$ cat src/rtl/hfs_pkg.sv
// Purpose: Shared constants and types for the half-bridge fault status bank
// Assumes: 16-bit serial frames, address byte first, MSB first
// Notes: Bridge count and register codes are named once here
package hfs_pkg;

    // Bridge population: 12 flag slots, 10 fitted on this variant
    localparam int MAX_BRIDGES = 12;
    localparam int NUM_BRIDGES = 10;
    localparam int OL_BRIDGES = 4;
    localparam int GROUP_SIZE = 4;

    // Frame layout
    localparam int FRAME_BITS = 16;
    localparam int ADDR_BITS = 8;
    localparam int CLR_SEL_POS = 15;
    localparam int ADDR_MSB = 14;
    localparam int ADDR_LSB = 10;
    localparam int SUMMARY_POS = 6;

    // Five-bit register codes inside the address byte
    localparam logic [4:0] ADDR_OC_A = 5'h16;
    localparam logic [4:0] ADDR_OC_B = 5'h0e;
    localparam logic [4:0] ADDR_OC_C = 5'h1e;
    localparam logic [4:0] ADDR_OL_A = 5'h01;

    // Reset values
    localparam logic FLAG_RESET = 1'b0;
    localparam logic [7:0] STAT_RESET = 8'h00;
    localparam logic [4:0] CNT_RESET = 5'h00;

    typedef struct packed {
        logic [MAX_BRIDGES-1:0] oc_upper;
        logic [MAX_BRIDGES-1:0] oc_lower;
        logic [OL_BRIDGES-1:0] ol_upper;
        logic [OL_BRIDGES-1:0] ol_lower;
    } hfs_fault_t;

    typedef struct packed {
        logic [MAX_BRIDGES-1:0] upper;
        logic [MAX_BRIDGES-1:0] lower;
    } hfs_switch_t;

    typedef enum logic [2:0] {
        FRM_IDLE,
        FRM_ADDR,
        FRM_DATA,
        FRM_DONE,
        FRM_OVER
    } hfs_frame_t;

endpackage

$ cat src/rtl/hfs_status_bank.sv
// Purpose: Latched overcurrent/open-load flags read and cleared over serial frames
// Assumes: SPI pins synchronous to sys_clk and much slower than it
// Notes: SDI sampled on rising SCLK, SDO changes on falling SCLK
`timescale 1ns/10ps
`default_nettype none

// Summary of operation
// - Overcurrent latches switch flag, turns switch off
// - All fault flags reset to zero
// - Group a: bridge4 upper D7 down to bridge1 lower D0
// - Code 01110 selects bridges 5-8 overcurrent flags
// - Code 11110 selects bridges 9-10 at D3..D0
// - Group c bits D7..D4 read zero
// - Absent bridges' bits read as zero
// - Code 00001 selects bridges 1-4 open-load flags
// - Address bit 7 high clears addressed register
// - Address bit 7 low reads without change
// - Flags never self-clear; only commands clear
// - Summary bit is OR of all flags
module hfs_status_bank (
    input wire logic sys_clk,
    input wire logic rst_n,
    input wire logic spi_cs_n,
    input wire logic spi_sclk,
    input wire logic spi_sdi,
    output logic spi_sdo,
    output logic spi_sdo_oe,
    input wire hfs_pkg::hfs_fault_t fault_det,
    input wire hfs_pkg::hfs_switch_t switch_cmd,
    output hfs_pkg::hfs_switch_t switch_en,
    output logic load_fault_summary
);
    import hfs_pkg::*;

    ////////////////////////////////////////////////////////////////////////////////
    // Serial front end

    logic cs_prev_r;
    logic sclk_prev_r;
    logic [FRAME_BITS-1:0] rx_r;
    logic [4:0] cnt_r;
    logic [7:0] tx_r;
    hfs_frame_t state_r;
    hfs_frame_t state_nxt;
    logic cs_fall;
    logic cs_rise;
    logic sclk_rise;
    logic sclk_fall;
    logic [7:0] rd_byte;
    logic [7:0] glob_byte;
    logic clr_cmd;
    logic [4:0] clr_addr;
    logic [MAX_BRIDGES-1:0] oc_up_r;
    logic [MAX_BRIDGES-1:0] oc_lo_r;
    logic [OL_BRIDGES-1:0] ol_up_r;
    logic [OL_BRIDGES-1:0] ol_lo_r;

    assign cs_fall = cs_prev_r & ~spi_cs_n;
    assign cs_rise = ~cs_prev_r & spi_cs_n;
    assign sclk_rise = ~sclk_prev_r & spi_sclk & ~spi_cs_n;
    assign sclk_fall = sclk_prev_r & ~spi_sclk & ~spi_cs_n;

    // Pin history for edge detection; pins are already synchronous
    always_ff @(posedge sys_clk or negedge rst_n) begin
        if (!rst_n) begin
            cs_prev_r <= 1'b1;
            sclk_prev_r <= 1'b0;
        end else begin
            cs_prev_r <= spi_cs_n;
            sclk_prev_r <= spi_sclk;
        end
    end

    // Receive shifter and bit counter; only the counter restarts at every select
    always_ff @(posedge sys_clk or negedge rst_n) begin
        if (!rst_n) begin
            rx_r <= 16'h0000;
            cnt_r <= CNT_RESET;
        end else if (cs_fall) begin
            cnt_r <= CNT_RESET;
        end else if (sclk_rise && cnt_r != 5'h1f) begin
            rx_r <= {rx_r[FRAME_BITS-2:0], spi_sdi};
            cnt_r <= cnt_r + 5'h01;
        end
    end

    // Frame tracker; only an exact 16-bit frame may clear
    always_comb begin
        state_nxt = state_r;
        case (state_r)
            FRM_IDLE: if (cs_fall) state_nxt = FRM_ADDR;
            FRM_ADDR: if (cs_rise) state_nxt = FRM_IDLE;
                else if (sclk_rise && cnt_r == 5'(ADDR_BITS - 1)) state_nxt = FRM_DATA;
            FRM_DATA: if (cs_rise) state_nxt = FRM_IDLE;
                else if (sclk_rise && cnt_r == 5'(FRAME_BITS - 1)) state_nxt = FRM_DONE;
            FRM_DONE: if (cs_rise) state_nxt = FRM_IDLE;
                else if (sclk_rise) state_nxt = FRM_OVER;
            FRM_OVER: if (cs_rise) state_nxt = FRM_IDLE;
            default: state_nxt = FRM_IDLE;
        endcase
    end

    always_ff @(posedge sys_clk or negedge rst_n) begin
        if (!rst_n) begin
            state_r <= FRM_IDLE;
        end else begin
            state_r <= state_nxt;
        end
    end

    ////////////////////////////////////////////////////////////////////////////////
    // Read data and clear decode

    function automatic logic [7:0] pack_pairs(input logic [3:0] up, input logic [3:0] lo);
        pack_pairs = {up[3], lo[3], up[2], lo[2], up[1], lo[1], up[0], lo[0]};
    endfunction

    // Address byte sits in rx_r[7:0] at the falling edge after bit 8
    always_comb begin
        case (rx_r[ADDR_BITS-2:2])
            ADDR_OC_A: rd_byte = pack_pairs(oc_up_r[3:0], oc_lo_r[3:0]);
            ADDR_OC_B: rd_byte = pack_pairs(oc_up_r[7:4], oc_lo_r[7:4]);
            // Upper half of group c is reserved and forced low
            ADDR_OC_C: rd_byte = {4'h0, oc_up_r[9], oc_lo_r[9], oc_up_r[8], oc_lo_r[8]};
            ADDR_OL_A: rd_byte = pack_pairs(ol_up_r, ol_lo_r);
            default: rd_byte = STAT_RESET;
        endcase
    end

    // Global byte sent first; only the summary bit is owned here
    always_comb begin
        glob_byte = STAT_RESET;
        glob_byte[SUMMARY_POS] = load_fault_summary;
    end

    // Clear fires at deselect of a full frame with the clear-select bit high
    assign clr_cmd = cs_rise && state_r == FRM_DONE && rx_r[CLR_SEL_POS];
    assign clr_addr = rx_r[ADDR_MSB:ADDR_LSB];

    // Transmit shifter; data byte carries the register read in-frame
    always_ff @(posedge sys_clk or negedge rst_n) begin
        if (!rst_n) begin
            tx_r <= STAT_RESET;
            spi_sdo <= 1'b0;
            spi_sdo_oe <= 1'b0;
        end else begin
            spi_sdo_oe <= ~spi_cs_n;
            if (cs_fall) begin
                spi_sdo <= glob_byte[7];
                tx_r <= {glob_byte[6:0], 1'b0};
            end else if (sclk_fall && state_r == FRM_DATA && cnt_r == 5'(ADDR_BITS)) begin
                spi_sdo <= rd_byte[7];
                tx_r <= {rd_byte[6:0], 1'b0};
            end else if (sclk_fall) begin
                spi_sdo <= tx_r[7];
                tx_r <= {tx_r[6:0], 1'b0};
            end
        end
    end

    ////////////////////////////////////////////////////////////////////////////////
    // Per-switch flags and lockout

    genvar i;
    generate
        for (i = 0; i < MAX_BRIDGES; i++) begin : g_br
            if (i < NUM_BRIDGES) begin : g_fit
                logic clr;
                logic up_lock_r;
                logic lo_lock_r;
                logic up_lock_nxt;
                logic lo_lock_nxt;
                assign clr = clr_cmd && clr_addr == (i < GROUP_SIZE ? ADDR_OC_A :
                             i < 2 * GROUP_SIZE ? ADDR_OC_B : ADDR_OC_C);
                // Lock persists while flag set or command still asserted,
                // so a cleared switch needs a fresh on command
                assign up_lock_nxt = fault_det.oc_upper[i] |
                                     (up_lock_r & (oc_up_r[i] | switch_cmd.upper[i]));
                assign lo_lock_nxt = fault_det.oc_lower[i] |
                                     (lo_lock_r & (oc_lo_r[i] | switch_cmd.lower[i]));
                // Set beats clear in the same cycle; no self-clear path
                always_ff @(posedge sys_clk or negedge rst_n) begin
                    if (!rst_n) begin
                        oc_up_r[i] <= FLAG_RESET;
                        oc_lo_r[i] <= FLAG_RESET;
                        up_lock_r <= 1'b0;
                        lo_lock_r <= 1'b0;
                        switch_en.upper[i] <= 1'b0;
                        switch_en.lower[i] <= 1'b0;
                    end else begin
                        oc_up_r[i] <= fault_det.oc_upper[i] | (oc_up_r[i] & ~clr);
                        oc_lo_r[i] <= fault_det.oc_lower[i] | (oc_lo_r[i] & ~clr);
                        up_lock_r <= up_lock_nxt;
                        lo_lock_r <= lo_lock_nxt;
                        switch_en.upper[i] <= switch_cmd.upper[i] & ~up_lock_nxt;
                        switch_en.lower[i] <= switch_cmd.lower[i] & ~lo_lock_nxt;
                    end
                end
            end else begin : g_absent
                // Unfitted bridges held low in registers, so no bit mixes driver kinds
                always_ff @(posedge sys_clk or negedge rst_n) begin
                    if (!rst_n) begin
                        oc_up_r[i] <= FLAG_RESET;
                        oc_lo_r[i] <= FLAG_RESET;
                        switch_en.upper[i] <= 1'b0;
                        switch_en.lower[i] <= 1'b0;
                    end else begin
                        oc_up_r[i] <= FLAG_RESET;
                        oc_lo_r[i] <= FLAG_RESET;
                        switch_en.upper[i] <= 1'b0;
                        switch_en.lower[i] <= 1'b0;
                    end
                end
            end
        end
    endgenerate

    // Open-load flags, bridges 1-4
    always_ff @(posedge sys_clk or negedge rst_n) begin
        if (!rst_n) begin
            ol_up_r <= 4'h0;
            ol_lo_r <= 4'h0;
        end else begin
            if (clr_cmd && clr_addr == ADDR_OL_A) begin
                ol_up_r <= fault_det.ol_upper;
                ol_lo_r <= fault_det.ol_lower;
            end else begin
                ol_up_r <= ol_up_r | fault_det.ol_upper;
                ol_lo_r <= ol_lo_r | fault_det.ol_lower;
            end
        end
    end

    // Summary follows flags one cycle later, drops once all are clear
    always_ff @(posedge sys_clk or negedge rst_n) begin
        if (!rst_n) begin
            load_fault_summary <= 1'b0;
        end else begin
            load_fault_summary <= |{oc_up_r, oc_lo_r, ol_up_r, ol_lo_r};
        end
    end

endmodule

`default_nettype wire

$ cat config.mk
export PLATFORM = sky130hd
export DESIGN_NAME = hfs_status_bank
export DESIGN_NICKNAME = d
export VERILOG_FILES = /design/src/rtl/hfs_pkg.sv /design/src/rtl/hfs_status_bank.sv
export SDC_FILE = /design/constraint.sdc
export NUM_CORES = 1
export LEC_CHECK = 0
export BUFFER_PORTS_ARGS = -buffer_cell sky130_fd_sc_hd__buf_4
export CAP_MARGIN = 20
export CORE_MARGIN = 8
export CORE_UTILIZATION = 35
export DETAILED_ROUTE_END_ITERATION = 6
export PLACE_DENSITY_LB_ADDON = 0.25
export SYNTH_ARGS = -nofsm -noshare
export SYNTH_HDL_FRONTEND = slang
export SYNTH_SLANG_ARGS = --single-unit
$ cat constraint.sdc
create_clock -name sys_clk -period 5.7 [get_ports sys_clk]
set_input_delay 1.14 -clock sys_clk [delete_from_list [all_inputs] [get_ports sys_clk]]
set_output_delay 1.14 -clock sys_clk [all_outputs]
set_load 0.01 [all_outputs]
==> results of run 1 <==
[where the power goes]
| group | internal, mW | leakage [nW] | switching, mW | total [mW] |
|---|---|---|---|---|
| Combinational | 0.115 | 1.04 | 0.0998 | 0.215 |
| Sequential | 0.774 | 1.17 | 0.0417 | 0.816 |
| Clock | 0.352 | 0.142 | 0.259 | 0.611 |
[per-stage QoR]
stage	power, mW	instance area [um^2]	util
2_1_floorplan	0.973	4270	-
3_3_place_gp	1.04	4970	0.416
3_5_place_dp	1.05	4970	0.416
4_1_cts	1.67	5270	0.441
5_1_grt	1.72	5270	0.441
6_report	1.64	5270	0.441
[layout by cell type (no fill, tap or decap), drive strengths merged, types with 3 or more instances in the layout]
cell type / n
nor3: 6
a222oi: 8
nor2: 27
nor4: 8
a21oi: 5
a221o: 3
mux2: 16
o21ai: 36
a21o: 29
buf: 76
conb: 4
a22oi: 3
nand2b: 22
ha: 4
nand3b: 3
dfrtp: 103
inv: 29
nand2: 12
clkbuf: 11
[kinds of logic (layout without fill, tap and decap cells)]
logic type / after synthesis / count (layout) / synth area share
DFF: 104 / 104 / 0.612
other: 1 / 4 / 0.000881
buffers and inverters: 36 / 120 / 0.0373
and+or+nand+nor: 94 / 94 / 0.136
xor gates and xnor gates: 1 / 1 / 0.00206
adders and majority gates: 4 / 4 / 0.0118
muxes: 16 / 16 / 0.0423
AOI/OAI and AO/OA: 94 / 94 / 0.158
[flip-flops by register name, summed over array words and instances, names as in the netlist, 3 cells and up]
signal and count:
oc_lo_r 10, g_br.g_fit.lo_lock_r 10, ol_lo_r 4, state_r 3, oc_up_r 10, ol_up_r 4
g_br.g_fit.up_lock_r 10, switch_en 20, rx_r 16, cnt_r 5, tx_r 7
[final timing paths]
check	endpoint	slack, ns	cells past startpoint
hold / removal	tx_r[1]	0.48	1
setup / recovery	rx_r[13]	3.18	6
max in group asynchronous	g_br[3].g_fit.lo_lock_r	3.76	2
hold reg to reg	tx_r[1]	0.48	1
setup reg to reg	rx_r[13]	3.18	6
min in group asynchronous	switch_en[21]	0.79	1
[area by class of cell]
type / count / area, um^2
inverters: 29 / 109
clock inverters: 4 / 55.1
flip-flops and latches: 104 / 2600
multi-input cells: 213 / 1510
well taps: 147 / 184
repair buffers: 76 / 571
clock buffers: 11 / 243
fillers: 1111 / 6690
[metal layers]
metal | vias to the layer above | global-route usage
li1 | 1395 | -
met1 | 1449 | 0.156
met2 | 74 | 0.178
met3 | 7 | 0.0444
met4 | 0 | 0.0318
met5 | - | 0
[worst max-delay path: cells and delay by family, from the launching register on]
family / cells / cell delay, ns
adders and majority gates: 2 / 0.43
muxes: 1 / 0.47
DFF: 1 / 0.42
and+or+nand+nor: 3 / 1.07
==> results.md, run 1 <==
* Status: finished clean
* Setup crit start: cnt_r[0]
* VDD IR-drop max at 0.000175 V
* Met3 wirelength from detailed routing at roughly 700 um
* Async S/R FF share, synth at 1.00
* DRC violations left at 0
* Metal1 wirelength at approximately 4000 um
* Die height at 126 um
* IO Pins at between 80 and 90
* Number of sinks handled by clock tree synthesis at around 100
* Syn_area_per_cell at between 10 and 15 um^2
* Max Fclk at between 300 and 400 MHz
* Final clock period utilization by the worst path at 0.442
* Clock-pin slew reported for the worst setup and hold paths after clock tree synthesis at 0.07 ns
* Post-route setup TNS at 0 ns
* Top cell type by total area after synthesis: sky130_fd_sc_hd__dfrtp_1
* DRC marker count from the first detailed-route iteration at approximately 270
* Tmin final at approximately 2.5 ns
* Overall routed net length at ~9000 um
* Type of the worst setup path: reg2reg
* Total clock buffers created by CTS at 9
* Clock network latency to the later pin of the worst-skew pair at between 0.3 and 0.4 ns
* Antenna Cells at 0
* Most frequent cells after synthesis: 103 x sky130_fd_sc_hd__dfrtp_1, 35 x sky130_fd_sc_hd__o21ai_0, 29 x sky130_fd_sc_hd__a21o_1, 29 x sky130_fd_sc_hd__inv_1, 25 x sky130_fd_sc_hd__nor2_1
* Remaining global-route overflow at 0
* Number of global-route vias before repair at about 3,000
* Cell area after technology mapping at about 0.0043 mm^2
* Critical path, cell by cell: ha_1, and3_1, ha_1, nor3b_1, nand2_1, mux2_2
* Biggest fanout along the worst timing path at 23
* HP Start: tx_r[1]
* Dpl cells at around 570
* Count of input and output buffers at 75
* Final Net Count at ~500
* Critical path endpoint category: flop
* Top Layer Used: met4
* Cell types with the largest area share after synthesis: sky130_fd_sc_hd__dfrtp_1 61%, sky130_fd_sc_hd__a21o_1 5.1%, sky130_fd_sc_hd__o21ai_0 4.1%
* Library cell with the highest instance count after synthesis: sky130_fd_sc_hd__dfrtp_1
* Worst slack after detailed placement at 2.86 ns
* Final number of max-transition violations at 0
* Power density normalized to cell area at 312 mW/mm^2
* Antenna violations before repair at 0
* Setup Fix Bufs, Post-CTS at 0
* Synth Register Bits at around 100
* Max Buffers Root-to-Sink at 2
* Routed length on met2 at about 4100 um
* Arrival time at the worst endpoint at ~2.7 ns
* Area share of the leading cell type in the synthesized netlist at 0.605
* Main flop type after synthesis: sky130_fd_sc_hd__dfrtp_1
* Setup crit start kind: flop
* Launching point of the worst reg2reg path: cnt_r[0]
* Clock tree from TritonCTS: yes
* Static power due to leakage at around 2.3 nW
* Routed via count divided by cell count at approximately 5.0
* Gate count of the mapped netlist at between 300 and 400
* Die width at about 130 um
* Max-Slew Margin vs Limit at 0.457
* Max incr delay on CP at 0.56 ns
* Proportion of layout cells with a drive suffix above 1 at 0.275
* Final setup violation count at 0
* Row Count at 40
* Effective utilization at floorplan at 0.356
* Global placer's final weighted congestion at 0.756
* Slew at the pin with the worst max-slew slack at a little over 0.8 ns
* Maximum level of the CTS H-tree at 3
* Area of the die at about 0.016 mm^2
* Overall routing resource usage at 0.118
* Final cell count without fillers at between 500 and 600
* Pin count of the biggest net entering global routing at 62
* Final Hold Fails at 0
* DR WL/cell at 15.5 um
* YS warnings at 0
* Antenna-violating nets left at 0
* Root buf cell: sky130_fd_sc_hd__clkbuf_16
* Hold Path Class: reg2reg
* PnR worst setup slack at roughly 3.2 ns
* Most numerous cell on the critical path: sky130_fd_sc_hd__ha_1
* Crit-path slowest cell: sky130_fd_sc_hd__nand2_1
* Setup repair after global routing missed its margin: no
* Layout overhead on the synthesized area at 23.8%
* EDFF count, synth at 0
* Quantity of gates resized following cts at 0
* Data required time at the worst endpoint at a little under 6 ns
* Number of detailed-route iterations in the first pass at 5
* Wire length of the first global-routing pass at roughly 15,000 um
* Worst Clk Skew at approximately 0.0059 ns
* Total of hold buffers inserted after clock tree synthesis at 0
* Via count at approximately 2,900
* Post-detail-place hpwl at between 6000 and 7000 um
* Final Hold Slack at between 0.4 and 0.5 ns
* Share of the yosys chip area belonging to registers at 0.612
* Count of cell types in the netlist at 52
* Area of the placeable core at between 0.01 and 0.015 mm^2
* Maximum capacitance violations at 0
Power figures use the tool's default switching activity.
==> run 2: changes to the inputs <==
--- a/config.mk
+++ b/config.mk
@@ -5,6 +5,7 @@
 export SDC_FILE = /design/constraint.sdc
 export NUM_CORES = 1
 export LEC_CHECK = 0
+export ABC_AREA = 1
 export BUFFER_PORTS_ARGS = -buffer_cell sky130_fd_sc_hd__buf_4
 export CAP_MARGIN = 20
 export CORE_MARGIN = 8
==> constraint.sdc (replaced) <==
create_clock -name sys_clk -period 2.4 [get_ports sys_clk]
set_input_delay 0.48 -clock sys_clk [delete_from_list [all_inputs] [get_ports sys_clk]]
set_output_delay 0.48 -clock sys_clk [all_outputs]
set_load 0.01 [all_outputs]
==> results.md, run 2 <==
* Routed via count divided by cell count at between 4 and 5
* Area share of the leading cell type in the synthesized netlist at 0.573
* Largest register FFs at 20
* Library cell with the highest instance count after synthesis: sky130_fd_sc_hd__nand2_1
* Async S/R FF share, synth at 1.00
* Clock network latency to the later pin of the worst-skew pair at approximately 0.35 ns
* Final Hold Slack at about 0.11 ns
* Via count at roughly 3,500
* Max Fclk at approximately 540 MHz
* EDFF count, synth at 0
* Antenna-violating nets left at 0
* Depth of the worst register-to-register path at 9
* Maximum level of the CTS H-tree at 3
* Clock-pin slew reported for the worst setup and hold paths after clock tree synthesis at ~0.07 ns
* DR WL/cell at ~13 um
* Most frequent cells after synthesis: 139 x sky130_fd_sc_hd__nand2_1, 103 x sky130_fd_sc_hd__dfrtp_1, 80 x sky130_fd_sc_hd__inv_1, 48 x sky130_fd_sc_hd__o21ai_0, 46 x sky130_fd_sc_hd__nor2_1
* Overall routing resource usage at 0.134
* Slew at the pin with the worst max-slew slack at approximately 0.56 ns
* Layout overhead on the synthesized area at 24.3%
* Setup Fix Bufs, Post-CTS at 0
* Area of the placeable core at about 0.013 mm^2
* Pin count of the biggest net entering global routing at between 40 and 50
* Setup crit start kind: flop
* YS warnings at 0
* Maximum capacitance violations at 0
* Top cell type by total area after synthesis: sky130_fd_sc_hd__dfrtp_1
* Proportion of layout cells with a drive suffix above 1 at 0.189
* IO Pins at 88
* Worst Clk Skew at a little over 0.007 ns
* Biggest fanout along the worst timing path at 24
* Combinational power share at 0.140
* VDD IR-drop max at 0.000319 V
* Count of cell types in the netlist at 29
* Arrival time at the worst endpoint at about 2.1 ns
* Type of the worst setup path: reg2reg
* Die width at approximately 130 um
* Overall routed net length at 10,300 um
* Final cell count without fillers at just under 800
* Most frequent standard cell in the layout excluding fill and tap cells: sky130_fd_sc_hd__nand2_1
* Area of the die at 0.0167 mm^2
* Post-detail-place hpwl at 8070 um
* Quantity of gates resized following cts at 0
* Dpl cells at 760
* Remaining global-route overflow at 0
* Total of hold buffers inserted after clock tree synthesis at 0
* Antenna Cells at 0
* Total design power at roughly 4 mW
* Flop pwr share at 0.487
* Number of detailed-route iterations in the first pass at 4
* Antenna violations before repair at 0
* Count of input and output buffers at 75
* Total clock buffers created by CTS at 9
* Cell area after technology mapping at 0.00450 mm^2
* Tmin final at 1.87 ns
* Cell types with the largest area share after synthesis: sky130_fd_sc_hd__dfrtp_1 57%, sky130_fd_sc_hd__nand2_1 12%, sky130_fd_sc_hd__inv_1 6.7%
* Net switching power at 1.08 mW
* Max-Slew Margin vs Limit at 0.622
* Power density normalized to cell area at between 700 and 800 mW/mm^2
* Critical path endpoint category: flop
* Main flop type after synthesis: sky130_fd_sc_hd__dfrtp_1
* Global placer's final weighted congestion at 0.801
* Status: finished clean
* Gate count of the mapped netlist at approximately 520
* Setup repair after global routing missed its margin: no
* Clock network fraction of design power at 0.374
* Number of sinks handled by clock tree synthesis at 104
* Final number of max-transition violations at 0
* Final Hold Fails at 0
* Static power due to leakage at just under 3 nW
* Number of global-route vias before repair at between 3,000 and 4,000
* Wire length of the first global-routing pass at 17,400 um
* DRC violations left at 0
* Most frequent cells in the layout: 139 x sky130_fd_sc_hd__nand2_1, 103 x sky130_fd_sc_hd__dfrtp_1, 80 x sky130_fd_sc_hd__inv_1, 76 x sky130_fd_sc_hd__buf_4, 48 x sky130_fd_sc_hd__o21ai_0
* Die height at 129 um
* Data required time at the worst endpoint at about 2.7 ns
* Hold Path Class: in2async
* Row Count at 41
* Post-route setup TNS at 0 ns
* Final cell utilization of the core at 0.445
* Power Internal at slightly below 3 mW
* Final Net Count at 664
* Switching share of total power at 0.269
* Share of the yosys chip area belonging to registers at 0.579
* Syn_area_per_cell at slightly below 9 um^2
* Clock tree from TritonCTS: yes
* Synth Register Bits at 104
* Root buf cell: sky130_fd_sc_hd__clkbuf_16
* Max Buffers Root-to-Sink at 2
* DRC marker count from the first detailed-route iteration at about 190
* Final setup violation count at 0
* Effective utilization at floorplan at 0.358
* Final clock period utilization by the worst path at 0.778
run 2: final timing paths:
| path | start | endpoint | slack, ns |
|---|---|---|---|
| worst min register to register | rx_r[8] | rx_r[9] | 0.48 |
| worst max register to register | cnt_r[0] | cnt_r[1] | 0.53 |
| min in group sys_clk | spi_sclk | sclk_prev_r | 0.28 |
| max in group asynchronous | rst_n | cs_prev_r | 1.66 |
| worst min-delay path | rst_n | switch_en[14] | 0.11 |
| worst max-delay path | cnt_r[0] | cnt_r[1] | 0.53 |
run 2: through the flow:
| step | setup slack (ns) | cell area [um^2] |
|---|---|---|
| after detailed placement | 0.517 | 5280 |
| final | 0.532 | 5590 |
| after global placement | 0.559 | 5280 |
| after global routing | 0.289 | 5590 |
| after CTS | 0.511 | 5590 |
| after floorplan | 0.878 | 4510 |
run 2: cell families after synthesis:
family          after synthesis  share of synthesized area
xor+xnor                      2                    0.00390
buf+inv                      95                     0.0843
simple gates                240                      0.237
fa+ha+maj                     4                     0.0111
compound gates               69                     0.0837
flops                       104                      0.579
other cells                   1                   0.000834
run 2: power by group through the flow:
stage          Clock, mW  Sequential [mW]  Combinational [mW]
5_1_grt             1.63             1.97               0.648
3_3_place_gp           0             1.98               0.550
3_5_place_dp           0             1.98               0.571
4_1_cts             1.55             1.95               0.568
2_1_floorplan          0             1.95               0.383
6_report            1.50             1.95               0.560
run 2: per-layer routing:
layer / global-route usage / up-vias / wire [um]
li1: - / 1775 / -
met1: 0.166 / 1634 / 4670
met2: 0.208 / 65 / 4830
met3: 0.0477 / 12 / 657
met4: 0.0539 / 0 / 180
met5: 0 / - / 0
run 2: layout make-up:
class,count,area (um^2)
Timing Repair Buffer,78,611
Fill cell,1238,6980
Clock inverter,4,51.3
Inverter,87,327
Multi-Input combinational cell,319,1530
Tap cell,172,215
Sequential cell,104,2600
Clock buffer,12,256
run 2: critical path: stages (launching register included):
cell and delay (ns):
sky130_fd_sc_hd__dfrtp_1 0.40, sky130_fd_sc_hd__ha_1 0.23, sky130_fd_sc_hd__nand2_1 0.09, sky130_fd_sc_hd__nor2_1 0.06, sky130_fd_sc_hd__ha_1 0.19, sky130_fd_sc_hd__nor2_1 0.13
sky130_fd_sc_hd__nand2_2 0.26, sky130_fd_sc_hd__inv_2 0.28, sky130_fd_sc_hd__nand2_1 0.07, sky130_fd_sc_hd__o21ai_0 0.07
==> run 3: changes to the inputs <==
==> constraint.sdc (replaced) <==
create_clock -name sys_clk -period 1.8 [get_ports sys_clk]
set_input_delay 0.36 -clock sys_clk [delete_from_list [all_inputs] [get_ports sys_clk]]
set_output_delay 0.36 -clock sys_clk [all_outputs]
set_load 0.01 [all_outputs]
==> results.md, run 3 (synthesis results as in run 2) <==
* Crit-path slowest cell: sky130_fd_sc_hd__dfrtp_1
* Number of global-route vias before repair at between 3,000 and 4,000
* Maximum level of the CTS H-tree at 3
* Status: finished clean
* Setup repair after global routing missed its margin: no
* Largest register FFs at 20
* Worst slack after detailed placement at between 0.09 and 0.1 ns
* Post-route setup TNS at 0 ns
* Hold Path Class: in2async
* Number of detailed-route iterations in the first pass at 4
* Power density normalized to cell area at ~940 mW/mm^2
* Maximum capacitance violations at 0
* Via count at about 3,500
* DR WL/cell at roughly 13 um
* Net switching power at 1.42 mW
* Total clock buffers created by CTS at 9
* Overall routed net length at a little over 10,000 um
* Clock network latency to the later pin of the worst-skew pair at about 0.34 ns
* Final Net Count at 667
* Effective utilization at floorplan at 0.358
* Final cell count without fillers at between 700 and 800
* Max Fclk at between 500 and 600 MHz
* Most frequent standard cell in the layout excluding fill and tap cells: sky130_fd_sc_hd__nand2_1
* Clock network fraction of design power at 0.361
* Final Hold Fails at 0
* Tmin final at between 1.5 and 2 ns
* Flop pwr share at 0.496
* PnR worst setup slack at about 0.13 ns
* Remaining global-route overflow at 0
* DRC violations left at 0
* Antenna-violating nets left at 0
* Row Count at 41
* Data required time at the worst endpoint at roughly 2.0 ns
* VDD IR-drop max at between 0.0005 and 0.0006 V
* Die height at around 130 um
* Max Buffers Root-to-Sink at 2
* Dpl cells at 763
* Layout overhead on the synthesized area at 24.4%
* Area of the die at about 0.017 mm^2
* Wire length of the first global-routing pass at about 17,000 um
* Type of the worst setup path: reg2reg
* Switching share of total power at 0.271
* Die width at between 100 and 150 um
* Static power due to leakage at about 3 nW
* Pin count of the biggest net entering global routing at 56
* Routed via count divided by cell count at 4.52
* Clock tree from TritonCTS: yes
* Final std cell area, no fill at around 0.0056 mm^2
* Overall routing resource usage at 0.129
* Final setup violation count at 0
* IO Pins at 88
* Power Internal at around 3.8 mW
* Combinational power share at 0.144
* Root buf cell: sky130_fd_sc_hd__clkbuf_16
* Critical path endpoint category: flop
* DP Area at between 0.005 and 0.006 mm^2
* Final number of max-transition violations at 0
* Antenna Cells at 0
* Count of input and output buffers at 75
* Post-detail-place hpwl at a little under 8000 um
* Final clock period utilization by the worst path at 0.927
* Global placer's final weighted congestion at ~0.82
* Setup crit start kind: flop
* Biggest fanout along the worst timing path at 15
* Number of sinks handled by clock tree synthesis at ~100
* Clock-pin slew reported for the worst setup and hold paths after clock tree synthesis at about 0.07 ns
* Most frequent cells in the layout: 139 x sky130_fd_sc_hd__nand2_1, 103 x sky130_fd_sc_hd__dfrtp_1, 80 x sky130_fd_sc_hd__inv_1, 79 x sky130_fd_sc_hd__buf_4, 48 x sky130_fd_sc_hd__o21ai_0
* Area of the placeable core at between 0.01 and 0.015 mm^2
* Antenna violations before repair at 0
* Arrival time at the worst endpoint at around 1.9 ns
* Most numerous cell on the critical path: sky130_fd_sc_hd__nand2_1
* DRC marker count from the first detailed-route iteration at between 300 and 400
* Proportion of layout cells with a drive suffix above 1 at 0.193
* Critical path, cell by cell: ha_2, nand2_1, nor2_2, ha_1, nor2_1, nand2_2, buf_4, nand2_1, o21ai_0
* Worst Clk Skew at 0.00716 ns
* Max incr delay on CP at ~0.40 ns
## run 3: cell type report
class | count | area [um^2]
Timing Repair Buffer | 81 | 633
Multi-Input combinational cell | 319 | 1530
Fill cell | 1228 | 6970
Clock inverter | 4 | 53.8
Inverter | 87 | 327
Sequential cell | 104 | 2600
Clock buffer | 11 | 233
Tap cell | 172 | 215
## run 3: worst paths after layout
kind	end	cells past startpoint	from	slack, ns
worst max-delay path	rx_r[14]	9	cnt_r[0]	0.13
worst min register to register	rx_r[10]	2	rx_r[9]	0.48
worst min-delay path	rx_r[9]	2	rst_n	0.002
worst max register to register	rx_r[14]	9	cnt_r[0]	0.13
max in group asynchronous	cs_prev_r	2	rst_n	1.50
min in group sys_clk	cs_prev_r	1	spi_cs_n	0.16
## run 3: metrics by stage
step           utilization  hold WS [ns]  total power [mW]
6_report             0.445       0.00183              5.26
5_1_grt              0.445        0.0188              5.56
4_1_cts              0.445        0.0212              5.33
3_5_place_dp         0.422         0.395              3.40
3_3_place_gp         0.422         0.392              3.37
2_1_floorplan            -        0.0644              3.11
## run 3: routing by layer
layer	vias up	share of wire	GRT usage
li1	1780	-	-
met3	12	0.057	0.0415
met4	0	0.015	0.0504
met5	-	0	0
met2	74	0.46	0.199
met1	1651	0.46	0.165
## run 3: what timing repair did
action | CTS | global route
buffers inserted | 0 | 0
gates resized for setup | 0 | 2
endpoints found under the hold margin | 0 | 0
setup endpoints to repair | 0 | 8
hold buffers | 0 | 0
## run 3: critical path, delay by kind of cell (launching register included)
kind	cells	cell delay [ns]
adders and majority gates	2	0.40
buffers and inverters	1	0.21
DFF	1	0.40
and+or+nand+nor	5	0.46
AOI/OAI and AO/OA	1	0.08
## run 3: power groups by stage
stage	Clock [mW]	Combinational, mW	Sequential [mW]
global placement	0	0.735	2.64
global route	2.07	0.871	2.62
finish	1.90	0.756	2.60
floorplan	0	0.511	2.60
detailed placement	0	0.757	2.64
CTS	1.97	0.759	2.60
